`src/rtl/rsse_pkg.sv`:
```
// Purpose: Shared constants and types for the rotate/halt/subtract unit
// Assumes: 14-bit instruction words, 8-bit data, four phases per cycle
// Notes:   Register map covers the APB slave of the unit
package rsse_pkg;
	localparam logic [5:0]  OPC_ROTL       = 6'h0D;
	localparam logic [5:0]  OPC_ROTR       = 6'h0C;
	localparam logic [4:0]  OPC_LITSUB     = 5'h1E;
	localparam logic [13:0] OPC_HALT       = 14'h0063;
	localparam logic [7:0]  WDOG_CLEAR     = 8'h00;
	localparam logic [7:0]  PRESC_CLEAR    = 8'h00;
	localparam logic [11:0] ADDR_INSTR     = 12'h000;
	localparam logic [11:0] ADDR_ACC       = 12'h004;
	localparam logic [11:0] ADDR_FREG      = 12'h008;
	localparam logic [11:0] ADDR_STATUS    = 12'h00C;
	localparam logic [11:0] ADDR_WDOG      = 12'h010;
	localparam int          ST_CARRY       = 0;
	localparam int          ST_HALF        = 1;
	localparam int          ST_ZERO        = 2;
	localparam int          ST_PDOWN       = 3;
	localparam int          ST_TOUT        = 4;
	localparam int          ST_HALTED      = 5;
	localparam int          ST_BUSY        = 6;
	localparam logic [7:0]  RST_ACC        = 8'h00;
	localparam logic [7:0]  RST_FREG       = 8'h00;
	localparam logic [4:0]  RST_FLAGS      = 5'h18;

	typedef enum logic [1:0] {
		RSSE_Q1,
		RSSE_Q2,
		RSSE_Q3,
		RSSE_Q4
	} rsse_phase_t;

	typedef struct packed {
		logic       timeout_status;
		logic       powerdown_flag;
		logic       zero;
		logic       half_byte_flag;
		logic       carry;
	} rsse_flags_t;

	typedef struct packed {
		logic [31:0] prdata;
		logic        pready;
		logic        pslverr;
	} rsse_apb_rsp_t;
endpackage

```
`src/rtl/rsse_exec.sv`:
```
// Purpose: Executes rotate-left, rotate-right, halt and literal subtract
// Assumes: Software loads word and operands over APB, then the unit runs
// Notes:   One instruction cycle is four clocks, Q1 to Q4
//
// Notes on behaviour
// RL1 - Rotate left moves old carry into bit 0, bit 7 into carry, d picks target.
// RL2 - Rotate right moves old carry into bit 7, bit 0 into carry, d picks target.
// RL3 - The fixed halt word is decoded as a one-word one-cycle no-operand op.
// RL4 - Halt clears the power-down flag and sets the time-out flag.
// RL5 - Halt zeroes the watchdog counter and its prescaler.
// RL6 - Halt puts the core in low power with the oscillator stopped.
// RL7 - Halt decodes in Q1, idles in Q2 and Q3 and halts in Q4.
// RL8 - Literal subtract writes literal minus accumulator to the accumulator.
// RL9 - Subtract updates carry, half-byte and zero; rotates change only carry.
// RL10 - After subtract carry is an inverted borrow, set when no borrow.
// RL11 - Rotate and subtract read in Q2, compute in Q3 and write in Q4.
`timescale 1ns/1ps
`default_nettype none
module rsse_exec
	import rsse_pkg::*;
(
	// Clock and reset
	input  wire logic        clk_in,
	input  wire logic        rst_in,
	// APB slave
	input  wire logic        psel_in,
	input  wire logic        penable_in,
	input  wire logic        pwrite_in,
	input  wire logic [11:0] paddr_in,
	input  wire logic [31:0] pwdata_in,
	output logic      [31:0] prdata_out,
	output logic             pready_out,
	output logic             pslverr_out,
	// Watchdog and power
	input  wire logic        wake_in,
	output logic      [7:0]  watchdog_counter_out,
	output logic      [7:0]  prescaler_out,
	output logic             osc_stop_out
);
	////////////////////////////////////////////////////////////////////////
	// State
	rsse_phase_t ph_q, ph_d;
	logic        busy_q, busy_d;
	logic        halt_q, halt_d;
	logic [13:0] instr_q, instr_d;
	logic [7:0]  acc_q, acc_d;
	logic [7:0]  freg_q, freg_d;
	logic [7:0]  opnd_q, opnd_d;
	logic [7:0]  res_q, res_d;
	logic        cres_q, cres_d;
	logic        hres_q, hres_d;
	logic [7:0]  wdog_q, wdog_d;
	logic [7:0]  presc_q, presc_d;
	logic        wk1_q, wk2_q;
	rsse_flags_t fl_q, fl_d;
	logic        is_rotl, is_rotr, is_sub, is_halt, dest_f;
	logic [8:0]  diff;
	logic [4:0]  ndiff;
	logic        wr_acc, rd_acc;

	assign is_rotl = instr_q[13:8] == OPC_ROTL;
	assign is_rotr = instr_q[13:8] == OPC_ROTR;
	assign is_sub  = instr_q[13:9] == OPC_LITSUB;
	assign is_halt = instr_q == OPC_HALT; // [RL3]
	assign dest_f  = instr_q[7];
	assign diff    = {1'b0, instr_q[7:0]} + {1'b0, ~opnd_q} + 9'h001;
	assign ndiff   = {1'b0, instr_q[3:0]} + {1'b0, ~opnd_q[3:0]} + 5'h01;
	assign wr_acc  = psel_in && penable_in && pwrite_in;
	assign rd_acc  = psel_in && !pwrite_in;

	////////////////////////////////////////////////////////////////////////
	// Next state
	always_comb begin
		ph_d    = ph_q;
		busy_d  = busy_q;
		halt_d  = halt_q;
		instr_d = instr_q;
		acc_d   = acc_q;
		freg_d  = freg_q;
		opnd_d  = opnd_q;
		res_d   = res_q;
		cres_d  = cres_q;
		hres_d  = hres_q;
		wdog_d  = halt_q ? wdog_q : wdog_q + 8'h01;
		presc_d = halt_q ? presc_q : presc_q + 8'h01;
		fl_d    = fl_q;
		if (halt_q && wk2_q) begin
			halt_d = 1'b0;
		end
		if (busy_q) begin
			ph_d = rsse_phase_t'(ph_q + 2'h1);
			unique case (ph_q)
				RSSE_Q1: begin
				end
				RSSE_Q2: begin
					opnd_d = is_sub ? acc_q : freg_q; // [RL11]
				end
				RSSE_Q3: begin
					if (is_rotl) begin
						res_d  = {opnd_q[6:0], fl_q.carry}; // [RL1]
						cres_d = opnd_q[7]; // [RL1]
					end else if (is_rotr) begin
						res_d  = {fl_q.carry, opnd_q[7:1]}; // [RL2]
						cres_d = opnd_q[0]; // [RL2]
					end else if (is_sub) begin
						res_d  = diff[7:0]; // [RL8]
						cres_d = diff[8]; // [RL10]
						hres_d = ndiff[4];
					end
				end
				RSSE_Q4: begin
					busy_d = 1'b0;
					if (is_rotl || is_rotr) begin
						fl_d.carry = cres_q; // [RL9]
						if (dest_f) begin
							freg_d = res_q;
						end else begin
							acc_d = res_q;
						end
					end else if (is_sub) begin
						acc_d             = res_q; // [RL8]
						fl_d.carry        = cres_q; // [RL9]
						fl_d.half_byte_flag = hres_q; // [RL9]
						fl_d.zero         = res_q == 8'h00; // [RL9]
					end else if (is_halt) begin
						fl_d.powerdown_flag = 1'b0; // [RL4]
						fl_d.timeout_status = 1'b1; // [RL4]
						wdog_d  = WDOG_CLEAR; // [RL5]
						presc_d = PRESC_CLEAR; // [RL5]
						halt_d  = 1'b1; // [RL7]
					end
				end
			endcase
		end else if (wr_acc && !halt_q) begin
			unique case (paddr_in)
				ADDR_INSTR: begin
					instr_d = pwdata_in[13:0];
					busy_d  = 1'b1;
					ph_d    = RSSE_Q1;
				end
				ADDR_ACC:    acc_d  = pwdata_in[7:0];
				ADDR_FREG:   freg_d = pwdata_in[7:0];
				ADDR_STATUS: fl_d   = rsse_flags_t'(pwdata_in[4:0]);
				default: begin
				end
			endcase
		end
	end

	////////////////////////////////////////////////////////////////////////
	// Registers
	always_ff @(posedge clk_in or posedge rst_in) begin
		if (rst_in) begin
			ph_q    <= RSSE_Q1;
			busy_q  <= 1'b0;
			halt_q  <= 1'b0;
			instr_q <= 14'h0000;
			acc_q   <= RST_ACC;
			freg_q  <= RST_FREG;
			opnd_q  <= 8'h00;
			res_q   <= 8'h00;
			cres_q  <= 1'b0;
			hres_q  <= 1'b0;
			wdog_q  <= WDOG_CLEAR;
			presc_q <= PRESC_CLEAR;
			fl_q    <= rsse_flags_t'(RST_FLAGS);
			wk1_q   <= 1'b0;
			wk2_q   <= 1'b0;
		end else begin
			ph_q    <= ph_d;
			busy_q  <= busy_d;
			halt_q  <= halt_d;
			instr_q <= instr_d;
			acc_q   <= acc_d;
			freg_q  <= freg_d;
			opnd_q  <= opnd_d;
			res_q   <= res_d;
			cres_q  <= cres_d;
			hres_q  <= hres_d;
			wdog_q  <= wdog_d;
			presc_q <= presc_d;
			fl_q    <= fl_d;
			wk1_q   <= wake_in;
			wk2_q   <= wk1_q;
		end
	end

	////////////////////////////////////////////////////////////////////////
	// Outputs
	always_comb begin
		prdata_out = 32'h0000_0000;
		unique case (paddr_in)
			ADDR_INSTR:  prdata_out = {18'h00000, instr_q};
			ADDR_ACC:    prdata_out = {24'h000000, acc_q};
			ADDR_FREG:   prdata_out = {24'h000000, freg_q};
			ADDR_STATUS: prdata_out = {25'h0000000, busy_q, halt_q, fl_q};
			ADDR_WDOG:   prdata_out = {16'h0000, presc_q, wdog_q};
			default:     prdata_out = 32'h0000_0000;
		endcase
		if (!rd_acc) begin
			prdata_out = 32'h0000_0000;
		end
	end
	assign pready_out  = !(busy_q && pwrite_in);
	assign pslverr_out = psel_in && penable_in &&
		!(paddr_in inside {ADDR_INSTR, ADDR_ACC, ADDR_FREG, ADDR_STATUS,
		ADDR_WDOG});
	assign watchdog_counter_out = wdog_q;
	assign prescaler_out        = presc_q;
	assign osc_stop_out         = halt_q; // [RL6]
endmodule
`default_nettype wire

```
`config.mk`:
```
export PLATFORM = sky130hd
export DESIGN_NAME = rsse_exec
export DESIGN_NICKNAME = d
export VERILOG_FILES = /design/src/rtl/rsse_pkg.sv /design/src/rtl/rsse_exec.sv
export SDC_FILE = /design/constraint.sdc
export NUM_CORES = 1
export LEC_CHECK = 0
export ABC_AREA = 1
export BUFFER_PORTS_ARGS = -buffer_cell sky130_fd_sc_hd__buf_2
export CORE_ASPECT_RATIO = 1.25
export CORE_MARGIN = 2
export CORE_UTILIZATION = 45
export CTS_BUF_LIST = sky130_fd_sc_hd__clkbuf_8
export CTS_CLUSTER_SIZE = 28
export DETAILED_ROUTE_END_ITERATION = 12
export GPL_TIMING_DRIVEN = 0
export PLACE_DENSITY = 0.81
export SLEW_MARGIN = 5
export SYNTH_ARGS = -nofsm -noshare
export SYNTH_HDL_FRONTEND = slang
export SYNTH_SLANG_ARGS = --single-unit
```
`constraint.sdc`:
```
create_clock -name clk_in -period 2 [get_ports clk_in]
set_clock_uncertainty 0.05 [all_clocks]
set_input_delay 0.1 -clock clk_in [delete_from_list [all_inputs] [get_ports clk_in]]
set_output_delay 0.1 -clock clk_in [all_outputs]
set_load 0.005 [all_outputs]
```
==> results of run 1 <==
path summary, 6_finish.rpt:
path                            slack (ns)       end   startpoint  depth (start not counted)
worst max-delay path                  0.05  res_q[6]   instr_q[0]                         10
worst min-delay path                  0.24   fl_q[3]  paddr_in[3]                          5
worst max register to register        0.05  res_q[6]   instr_q[0]                         10
worst min register to register        0.32     wk2_q        wk1_q                          0
max in group asynchronous             0.81   fl_q[4]       rst_in                          4
min in group asynchronous             0.38  res_q[1]       rst_in                          3
power groups by stage:
stage	sequential, mW	clock [mW]	combinational, mW
detailed placement	1.56	0	0.175
floorplan	1.55	0	0.107
global route	1.53	1.14	0.226
global placement	1.56	0	0.166
finish	1.53	1.08	0.203
CTS	1.53	1.09	0.199
flip-flops by register name, summed over array words and instances (netlist names):
signal and count:
opnd_q 8, fl_q 5, wk2_q 1, hres_q 1
freg_q 8, acc_q 8, ph_q 2, instr_q 14
osc_stop_out 1, cres_q 1, busy_q 1, prescaler_out 8
wk1_q 1, res_q 8, watchdog_counter_out 8
cell type report:
cell class	count	share of cell area, %
multi-input combinational	421	40.91
clock inverter	5	0.6957
buffer	37	4.488
antenna	1	0.04488
clock buffer	10	2.469
tap	129	2.895
inverter	80	5.453
timing repair buffer	84	9.336
sequential	75	33.71
tightest hold or removal path, stage by stage:
cell and delay, ns:
buf_2 0.16, nand3_1 0.13, nand2_1 0.11, nand3_1 0.10
nand2_1 0.06
timing repair:
action / 4_1_cts / 5_1_grt
endpoints found under the setup margin: 13 / 16
buffers inserted: 0 / 2
gates resized for setup: 4 / 9
endpoints found under the hold margin: 50 / 0
pin swaps: 0 / 3
cloned: 0 / 0
hold buffers: 16 / 0
logic make-up (layout without fill, tap and decap cells):
kind of cell | Yosys count | after routing | share of synthesized area [%]
xor+xnor | 6 | 6 | 1.140
mux | 2 | 2 | 0.4613
other cells | 1 | 17 | 0.08133
compound gates | 120 | 120 | 15.06
flops | 75 | 75 | 40.76
buf+inv | 118 | 216 | 11.91
fa+ha+maj | 14 | 14 | 3.962
simple gates | 263 | 263 | 26.62
stage by stage:
step                      TNS (ns)  utilization, %  setup slack, ns
final                            0           55.45          0.04736
after global routing      -0.02135           55.43         -0.02135
after CTS                        0           54.92         0.008503
after detailed placement   -0.1583           51.49         -0.06578
after global placement     -0.2764           51.29         -0.08522
after floorplan                  0               -           0.2487
per-layer routing:
metal | global-route usage [%] | vias up | wire length [um]
li1 | - | 2184 | -
met1 | 29.24 | 2129 | 5252
met2 | 46.90 | 192 | 7050
met3 | 4.161 | 35 | 699
met4 | 11.88 | 0 | 488
met5 | 0 | - | 0
layout by cell type, fill, tap and decap left out, drive strengths merged, types with 5 or more instances in the layout:
cell,n
nand3,31
o22ai,22
nor2,93
nand2,88
dfrtp,73
buf,100
conb,16
clkinvlp,5
inv,80
nand4,27
clkbuf,15
o21ai,55
a21oi,33
ha,13
nor3,15
dlygate4sd3,16
xor2,6
==> results.md, run 1 <==
* Outcome: finished clean
* Post-route antenna net violation count at 0
* Number of flops mapped to enable cells by yosys at 0
* Reg power frac at 54.3%
* Vias at 4540
* Register area at 1879 um2
* Drt pass-1 iters at 7
* CP cell instances: inv_2, ha_1, inv_1, fa_2, nand3_2, nand2_4, a21oi_4, nor2_1, nand3b_1, a21oi_1
* Grt total ovfl at 0
* Mapped Area at 4611 um2
* Row Count at 41
* Top_reg_cell synth: dfrtp_1
* Comb power frac at 7.2%
* Crit path max-delay cell type: dfrtp_1
* Crit path time final at 1.953 ns
* Die X at 94.54 um
* Post-synthesis sequential area ratio at 40.76%
* Worst-Margin Slew at 0.8054 ns
* Internal at 2.088 mW
* Final wirelength at 13490 um
* Final instance area at 5575 um2
* Initial DRC count at 305
* Syn avg cell area at 7.697 um2
* Synthesis Warnings at 0
* Multi-input logic area at 2281 um2
* Max stage delay on crit path at 0.42 ns
* Worst Setup End Kind: flop
* Final Non-Filler Cells at 842
* IO Pins at 101
* Power share of the clock group at 38.4%
* Share of the synthesized area in the top cell type at 39.62%
* Post-synth ARST share at 100.0%
* Die height at 117.2 um
* Area after DPL at 5177 um2
* CP Launch Type: flop
* Period utilization at 97.63%
* Layout cells sized above 1 at 23.03%
* WHS at 0.2377 ns
* Synth area leaders: dfrtp_1 40%, nor2_1 7.1%, nand2_1 6.9%
* Critical path's top delay family: adder cells
* Largest area contributor in the netlist: dfrtp_1
* Hold Crit Class: input port to flop
* Placed wire-length estimate at 10360 um
* Sw Pwr at 0.7214 mW
* Htree depth at 3
* Pins Over Slew Limit at 0
* Hold Fails Final Rpt at 0
* Initial core utilization at 45.86%
* Max Root-Sink Buffers at 2
* Static leakage at 2.731 nW
* Clock root cell: clkbuf_8
* Yosys cell types at 42
* PortBufs at 65
* Slew margin rel. at 46.20%
* Fin nets at 772
* Gp weighted congestion at 0.9631
* Clk pin slew, worst setup/hold paths at 0.09 ns
* Worst EP arrival at 2.19 ns
* Final setup fails at 0
* Wirelength per Cell at 16.02 um
* Number of max-cap violations at 0
* Synth-to-Final Area Change at 20.92%
* Pwr Density at 503.9 nW/um2
* Cells after Synth at 599
* Number of fill cells at 927
* Max VDD drop at 394.9 uV
* Sum of buffers and inverters on the critical path at 2
* Largest net degree at the start of global routing at 41
* Synth Register Bits at 75
* Number of global-route vias before repair at 4339
* CP Data Required Time at 2.24 ns
* Initial antenna violation count at 0
* Die Area at 11080 um2
* CTS tree: yes
* Cells after DPL at 809
* Clk sink count at 75
* CTS buffer count at 9
* Most frequent cells after synthesis: 87 x nor2_1, 85 x nand2_1, 73 x dfrtp_1, 72 x inv_1, 33 x a21oi_1
* Top-count cell post-synth: nor2_1
* Setup Crit Path Kind: flop to flop
* Clk Latency, worst-skew pair at 0.36 ns
* Core area at 10050 um2
* First-pass GRT wire length at 21620 um
* DRC viols at 0
* Tot Pwr at 2.810 mW
* Vias per cell at 5.392
* Sw Share at 25.67%
* GRT Overall Usage at 25.64%
* Fmax at 512.1 MHz
* CP max FO at 3
Power figures use the tool's default switching activity.
==> run 2: changes to the inputs <==
--- a/config.mk
+++ b/config.mk
@@ -7,14 +7,16 @@
 export LEC_CHECK = 0
 export ABC_AREA = 1
 export BUFFER_PORTS_ARGS = -buffer_cell sky130_fd_sc_hd__buf_2
+export CELL_PAD_IN_SITES_DETAIL_PLACEMENT = 2
+export CELL_PAD_IN_SITES_GLOBAL_PLACEMENT = 2
 export CORE_ASPECT_RATIO = 1.25
 export CORE_MARGIN = 2
-export CORE_UTILIZATION = 45
+export CORE_UTILIZATION = 29
 export CTS_BUF_LIST = sky130_fd_sc_hd__clkbuf_8
 export CTS_CLUSTER_SIZE = 28
 export DETAILED_ROUTE_END_ITERATION = 12
 export GPL_TIMING_DRIVEN = 0
-export PLACE_DENSITY = 0.81
+export PLACE_DENSITY = 0.89
 export SLEW_MARGIN = 5
 export SYNTH_ARGS = -nofsm -noshare
 export SYNTH_HDL_FRONTEND = slang
==> run 2 against run 1 <==
Critical path type unchanged; critical path depth unchanged; largest cell class unchanged; global-route usage shrank 3.2 points; largest power group unchanged; register-to-register slack improved by 0.05 ns; die area up 53%; sequential cell count did not move; non-clock buffer count decreased by 1; via count is 3.3% higher; hold slack worse by 0.21 ns; core utilization decreased by 19 points; total power up 6.1%; final cell count up 9.7%; critical endpoint is now cres_q; wire length grew 35%.
==> results.md, run 2 (synthesis gave the netlist of run 1 again) <==
* Outcome: finished clean
* Power share of the clock group at 41.4% (+3.0 points)
* Post-route antenna net violation count at 0 (unchanged)
* CP max FO at 3 (unchanged)
* Gp weighted congestion at 0.8892 (-7.7%)
* Crit path time final at 1.900 ns (-0.05281 ns)
* Crit path max-delay cell type: dfrtp_1
* Multi-input logic area at 2285 um2 (+0.16%)
* Sw Share at 25.86% (+0.18 points)
* First-pass GRT wire length at 29040 um (+34%)
* Hold Fails Final Rpt at 0 (unchanged)
* Clk pin slew, worst setup/hold paths at 0.08 ns (about the same)
* Register area at 1881 um2 (about the same)
* GRT Overall Usage at 22.45% (-3.2 points)
* Final setup fails at 0 (unchanged)
* Layout cells sized above 1 at 23.60% (+0.56 points)
* CTS tree: yes
* Pins Over Slew Limit at 0 (unchanged)
* Worst-Margin Slew at 0.6100 ns (-0.1954 ns)
* Htree depth at 3 (unchanged)
* Tot Pwr at 2.981 mW (+6.1%)
* Synth-to-Final Area Change at 23.88%
* Final wirelength at 18260 um (+35%)
* Vias per cell at 5.078 (-5.8%)
* Die height at 145.0 um (+24%)
* IO Pins at 101 (unchanged)
* Biggest register: instr_q
* Number of max-cap violations at 0 (unchanged)
* Largest net degree at the start of global routing at 32 (-22%)
* Hold Crit Class: input port to flop
* Worst EP arrival at 2.11 ns (-0.08 ns)
* Initial antenna violation count at 0 (unchanged)
* Fmax at 526.4 MHz (+2.8%)
* Placed wire-length estimate at 14170 um (+37%)
* Initial DRC count at 157 (-49%)
* CP Launch Type: flop
* Reg power frac at 51.2% (-3.1 points)
* Sw Pwr at 0.7708 mW (+6.9%)
* Vias at 4692 (+3.3%)
* WHS at 0.02932 ns (-0.2084 ns)
* Clock root cell: clkbuf_8
* DRC viols at 0 (unchanged)
* Max Root-Sink Buffers at 2 (unchanged)
* Most frequent cells in the layout: 87 x nor2_1, 83 x nand2_1, 74 x buf_2
* Critical path's top delay family: adder cells
* PortBufs at 65 (unchanged)
* Clk sink count at 75 (unchanged)
* Row Count at 51 (+24%)
* Commonest non-fill, non-tap cell in the layout: nor2_1
* Final Non-Filler Cells at 924 (+9.7%)
* Max reg flops at 14 (unchanged)
* Initial core utilization at 29.61% (-16 points)
* CP Data Required Time at 2.21 ns (-0.03 ns)
* Max stage delay on crit path at 0.41 ns (about the same)
* CTS buffer count at 9 (unchanged)
* Worst Setup End Kind: flop
* RSZ-0062 raised after global routing: no
* Drt pass-1 iters at 4 (-3)
* N_diodes at 0 (-1)
* Static leakage at 2.754 nW (+0.84%)
* Core area at 15570 um2 (+55%)
* Number of global-route vias before repair at 5274 (+22%)
* Slew margin rel. at 58.90% (+13 points)
* Die Area at 16930 um2 (+53%)
* Clk Latency, worst-skew pair at 0.38 ns (+0.02 ns)
* Fin nets at 771 (-0.13%)
* Sum of buffers and inverters on the critical path at 2 (unchanged)
* CP cell instances: inv_2, ha_1, inv_1, fa_2, nand3_1, nand2_2, a21oi_2, nor2_1, o21ai_1, a21oi_1
* Number of fill cells at 1856 (+100%)
* Wirelength per Cell at 19.76 um (+23%)
* Die X at 116.8 um (+24%)
* Cells after DPL at 893 (+10%)
* Period utilization at 94.99% (-2.6 points)
* Internal at 2.210 mW (+5.8%)
* Setup Crit Path Kind: flop to flop
* Comb power frac at 7.3% (about the same)
* Grt total ovfl at 0 (unchanged)
* Pwr Density at 521.9 nW/um2 (+3.6%)
* Max VDD drop at 228.5 uV (-42%)
## run 2: cell types whose count changed in the layout (fill, tap and decap cells not counted), sizes merged
cell         before  now
clkinv            0    3
dlygate4sd3      16   15
diode             1    0
bufinv            0    1
clkinvlp          5    2
## run 2: worst reg2reg max path: cells and delay by family, from the launching register on
kind,cells,cell delay (ns)
fa+ha+maj,2,0.50
compound gates,3,0.41
flops,1,0.41
simple gates,3,0.26
buf+inv,2,0.16
## run 2: final timing paths
check                                   from                to  slack [ns]  cells after the start
worst max-delay path              instr_q[0]            cres_q        0.10                     10
min in group asynchronous             rst_in  prescaler_out[1]        0.23                      3
max in group asynchronous             rst_in         opnd_q[5]        0.94                      5
worst max register to register    instr_q[0]            cres_q        0.10                     10
worst min-delay path            pwdata_in[0]        instr_q[0]        0.03                      3
worst min register to register         wk1_q             wk2_q        0.33                      0
## run 2: repair_timing
item                       CTS  global route
setup buffers                0             2
gates resized for setup      7            14
pin swaps                    1             2
hold buffers                15             0
setup endpoints to repair   14            27
hold endpoints to repair    30             0
## run 2: cell type report
type,instances,share of cell area [%]
Multi-Input combinational cell,421,40.00
Sequential cell,75,32.92
Clock buffer,10,2.410
Clock inverter,6,0.9858
Buffer,36,4.425
Inverter,80,5.323
Tap cell,212,4.644
Timing Repair Buffer,84,9.288
## run 2: per-layer routing
layer	GRT usage, %	part of all wire [%]	vias up
li1	-	-	2186
met1	25.39	39	2360
met2	40.35	54	102
met3	2.882	2.6	44
met4	11.24	4.2	0
met5	0	0	-
## run 2: power groups by stage
stage	logic [mW]	registers, mW	clock network (mW)
3_3_place_gp	0.173	1.56	0
2_1_floorplan	0.107	1.55	0
4_1_cts	0.216	1.53	1.25
6_report	0.219	1.53	1.24
5_1_grt	0.239	1.53	1.32
3_5_place_dp	0.190	1.56	0
## run 2: metrics by stage
stage,TNS (ns),instance area (um2),worst slack [ns],util (%)
2_1_floorplan,0,4671,0.2487,-
3_3_place_gp,-0.7285,5261,-0.07772,33.79
3_5_place_dp,-1.264,5301,-0.1686,34.05
4_1_cts,0,5668,0.007602,36.40
5_1_grt,0,5712,0.003259,36.68
6_report,0,5712,0.1002,36.68
==> run 3: changes to the inputs <==
--- a/config.mk
+++ b/config.mk
@@ -16,6 +16,7 @@
 export CTS_CLUSTER_SIZE = 28
 export DETAILED_ROUTE_END_ITERATION = 12
 export GPL_TIMING_DRIVEN = 0
+export MAX_ROUTING_LAYER = met4
 export PLACE_DENSITY = 0.89
 export SLEW_MARGIN = 5
 export SYNTH_ARGS = -nofsm -noshare
==> run 3 against run 2 <==
Largest cell class unchanged; clock-buffer cell count is the same; final cell count grew 0.43%; the run now ends with setup timing left; sequential cell count is the same; wire length grew 5.7%; non-clock buffer count grew 4; combinational power is essentially flat; setup slack lost 0.11 ns; via count grew 2.2%.
==> results.md, run 3 (synthesis gave the netlist of run 1 again) <==
* Outcome: finished, violations left
* Failing checks: setup timing
* Core area at 15570 um2 (unchanged)
* Commonest non-fill, non-tap cell in the layout: nor2_1
* Drt pass-1 iters at 4 (unchanged)
* Largest net degree at the start of global routing at 36 (+13%)
* Crit path time final at 2.012 ns (+0.1119 ns)
* Fmax at 497.1 MHz (-5.6%)
* Worst Setup End Kind: flop
* Max reg flops at 14 (unchanged)
* Number of fill cells at 1830 (-1.4%)
* CTS tree: yes
* Pins Over Slew Limit at 0 (unchanged)
* Static leakage at 2.809 nW (+2.0%)
* CP Data Required Time at 2.21 ns (about the same)
* Wirelength per Cell at 20.81 um (+5.3%)
* PnR worst setup slack at -0.01170 ns (-0.1119 ns)
* PortBufs at 65 (unchanged)
* Clk Latency, worst-skew pair at 0.38 ns (about the same)
* Initial core utilization at 29.61% (unchanged)
* Max Root-Sink Buffers at 2 (unchanged)
* Hold Fails Final Rpt at 0 (unchanged)
* Clk pin slew, worst setup/hold paths at 0.09 ns (about the same)
* Initial DRC count at 241 (+54%)
* Vias at 4796 (+2.2%)
* IO Pins at 101 (unchanged)
* DRC viols at 0 (unchanged)
* Gp weighted congestion at 0.9130 (+2.7%)
* CTS buffer count at 9 (unchanged)
* Number of max-cap violations at 0 (unchanged)
* Die height at 145.0 um (unchanged)
* Final setup fails at 1 (+1)
* Clk sink count at 75 (unchanged)
* RSZ-0062 raised after global routing: yes
* Hold Crit Class: input port to flop
* CP Launch Type: flop
* Htree depth at 3 (unchanged)
* Most frequent cells in the layout: 87 x nor2_1, 83 x nand2_1, 75 x buf_2
* N_diodes at 0 (unchanged)
* Synth-to-Final Area Change at 26.27%
* Worst-Margin Slew at 0.6030 ns (-0.006988 ns)
* Period utilization at 100.6% (+5.6 points)
* Die X at 116.8 um (unchanged)
* Max VDD drop at 294.4 uV (+29%)
* Placed wire-length estimate at 14450 um (+2.0%)
* Initial antenna violation count at 0 (unchanged)
* Biggest register: instr_q
* Layout cells sized above 1 at 24.72% (+1.1 points)
* Post-route antenna net violation count at 0 (unchanged)
* Row Count at 51 (unchanged)
* CP max FO at 3 (unchanged)
* Die Area at 16930 um2 (unchanged)
* First-pass GRT wire length at 29840 um (+2.7%)
* Slew margin rel. at 59.37% (+0.47 points)
* Pwr Density at 560.9 nW/um2 (+7.5%)
* Tot Pwr at 3.265 mW (+9.5%)
* Fin nets at 775 (+0.52%)
* Setup Crit Path Kind: flop to flop
* Layout Utilization at 37.39% (+0.71 points)
* Vias per cell at 5.168 (+1.8%)
* Final wirelength at 19310 um (+5.7%)
* Number of global-route vias before repair at 5477 (+3.8%)
* Clock root cell: clkbuf_8
* GRT Overall Usage at 23.63% (+1.2 points)
* Grt total ovfl at 0 (unchanged)
* Multi-input logic area at 2316 um2 (+1.4%)
* Worst EP arrival at 2.23 ns (+0.12 ns)
* Register area at 1881 um2 (unchanged)
## run 3: area by class of cell
cell class,count,area share (%)
plain buffers,37,4.363
inverters,80,5.244
repair buffers,87,9.456
multi-input cells,421,39.78
flip-flops and latches,75,32.30
well taps,212,4.556
clock inverters,6,1.934
clock buffers,10,2.364
## run 3: what timing repair did
| action | CTS | global route |
|---|---|---|
| hold buffers | 14 | 0 |
| setup buffers | 0 | 6 |
| hold endpoints to repair | 29 | 0 |
| gates cloned | 0 | 0 |
| setup endpoints to repair | 14 | 28 |
| pin swaps | 0 | 5 |
| resized for setup | 9 | 21 |
## run 3: layer usage
metal	GRT usage, %	vias up	part of all wire, %
li1	-	2185	-
met1	25.15	2431	37
met2	41.36	120	54
met3	3.801	60	3.1
met4	12.06	0	6.0
met5	-	-	0
## run 3: worst paths after layout
path	slack (ns)	endpoint	cells after the start	startpoint
worst max-delay path	-0.01	res_q[4]	9	instr_q[0]
worst min-delay path	0.04	instr_q[10]	3	pwdata_in[10]
worst max register to register	-0.01	res_q[4]	9	instr_q[0]
worst min register to register	0.31	wk2_q	0	wk1_q
max in group asynchronous	0.93	acc_q[4]	5	rst_in
min in group asynchronous	0.24	instr_q[12]	3	rst_in
## run 3: through the flow
step / setup slack [ns] / cells / hold WS, ns / TNS, ns / area [um2]
final: -0.01170 / 928 / 0.04276 / -0.01170 / 5822
after global routing: -0.05237 / 928 / 0.03826 / -0.1676 / 5822
after CTS: 0.02227 / 922 / 0.002201 / 0 / 5709
after detailed placement: -0.1644 / 893 / 0.08123 / -1.140 / 5301
after global placement: -0.08507 / 891 / 0.1594 / -0.8075 / 5261
after floorplan: 0.2487 / 614 / 0.08143 / 0 / 4671
## run 3: worst max-delay path, stage by stage, from the launching register on
cell      delay, ns
dfrtp_1        0.41
inv_2          0.10
ha_4           0.14
inv_2          0.05
fa_2           0.40
nand3_4        0.10
nand2_4        0.07
xor2_1         0.20
o211ai_1       0.28
nand2_1        0.09
## run 3: power by group
group / internal (mW) / switching [mW] / leakage [nW]
registers: 1.52 / 0.00478 / 0.963
logic: 0.0876 / 0.130 / 1.72
clock network: 0.866 / 0.656 / 0.126
total: 2.47 / 0.790 / 2.81
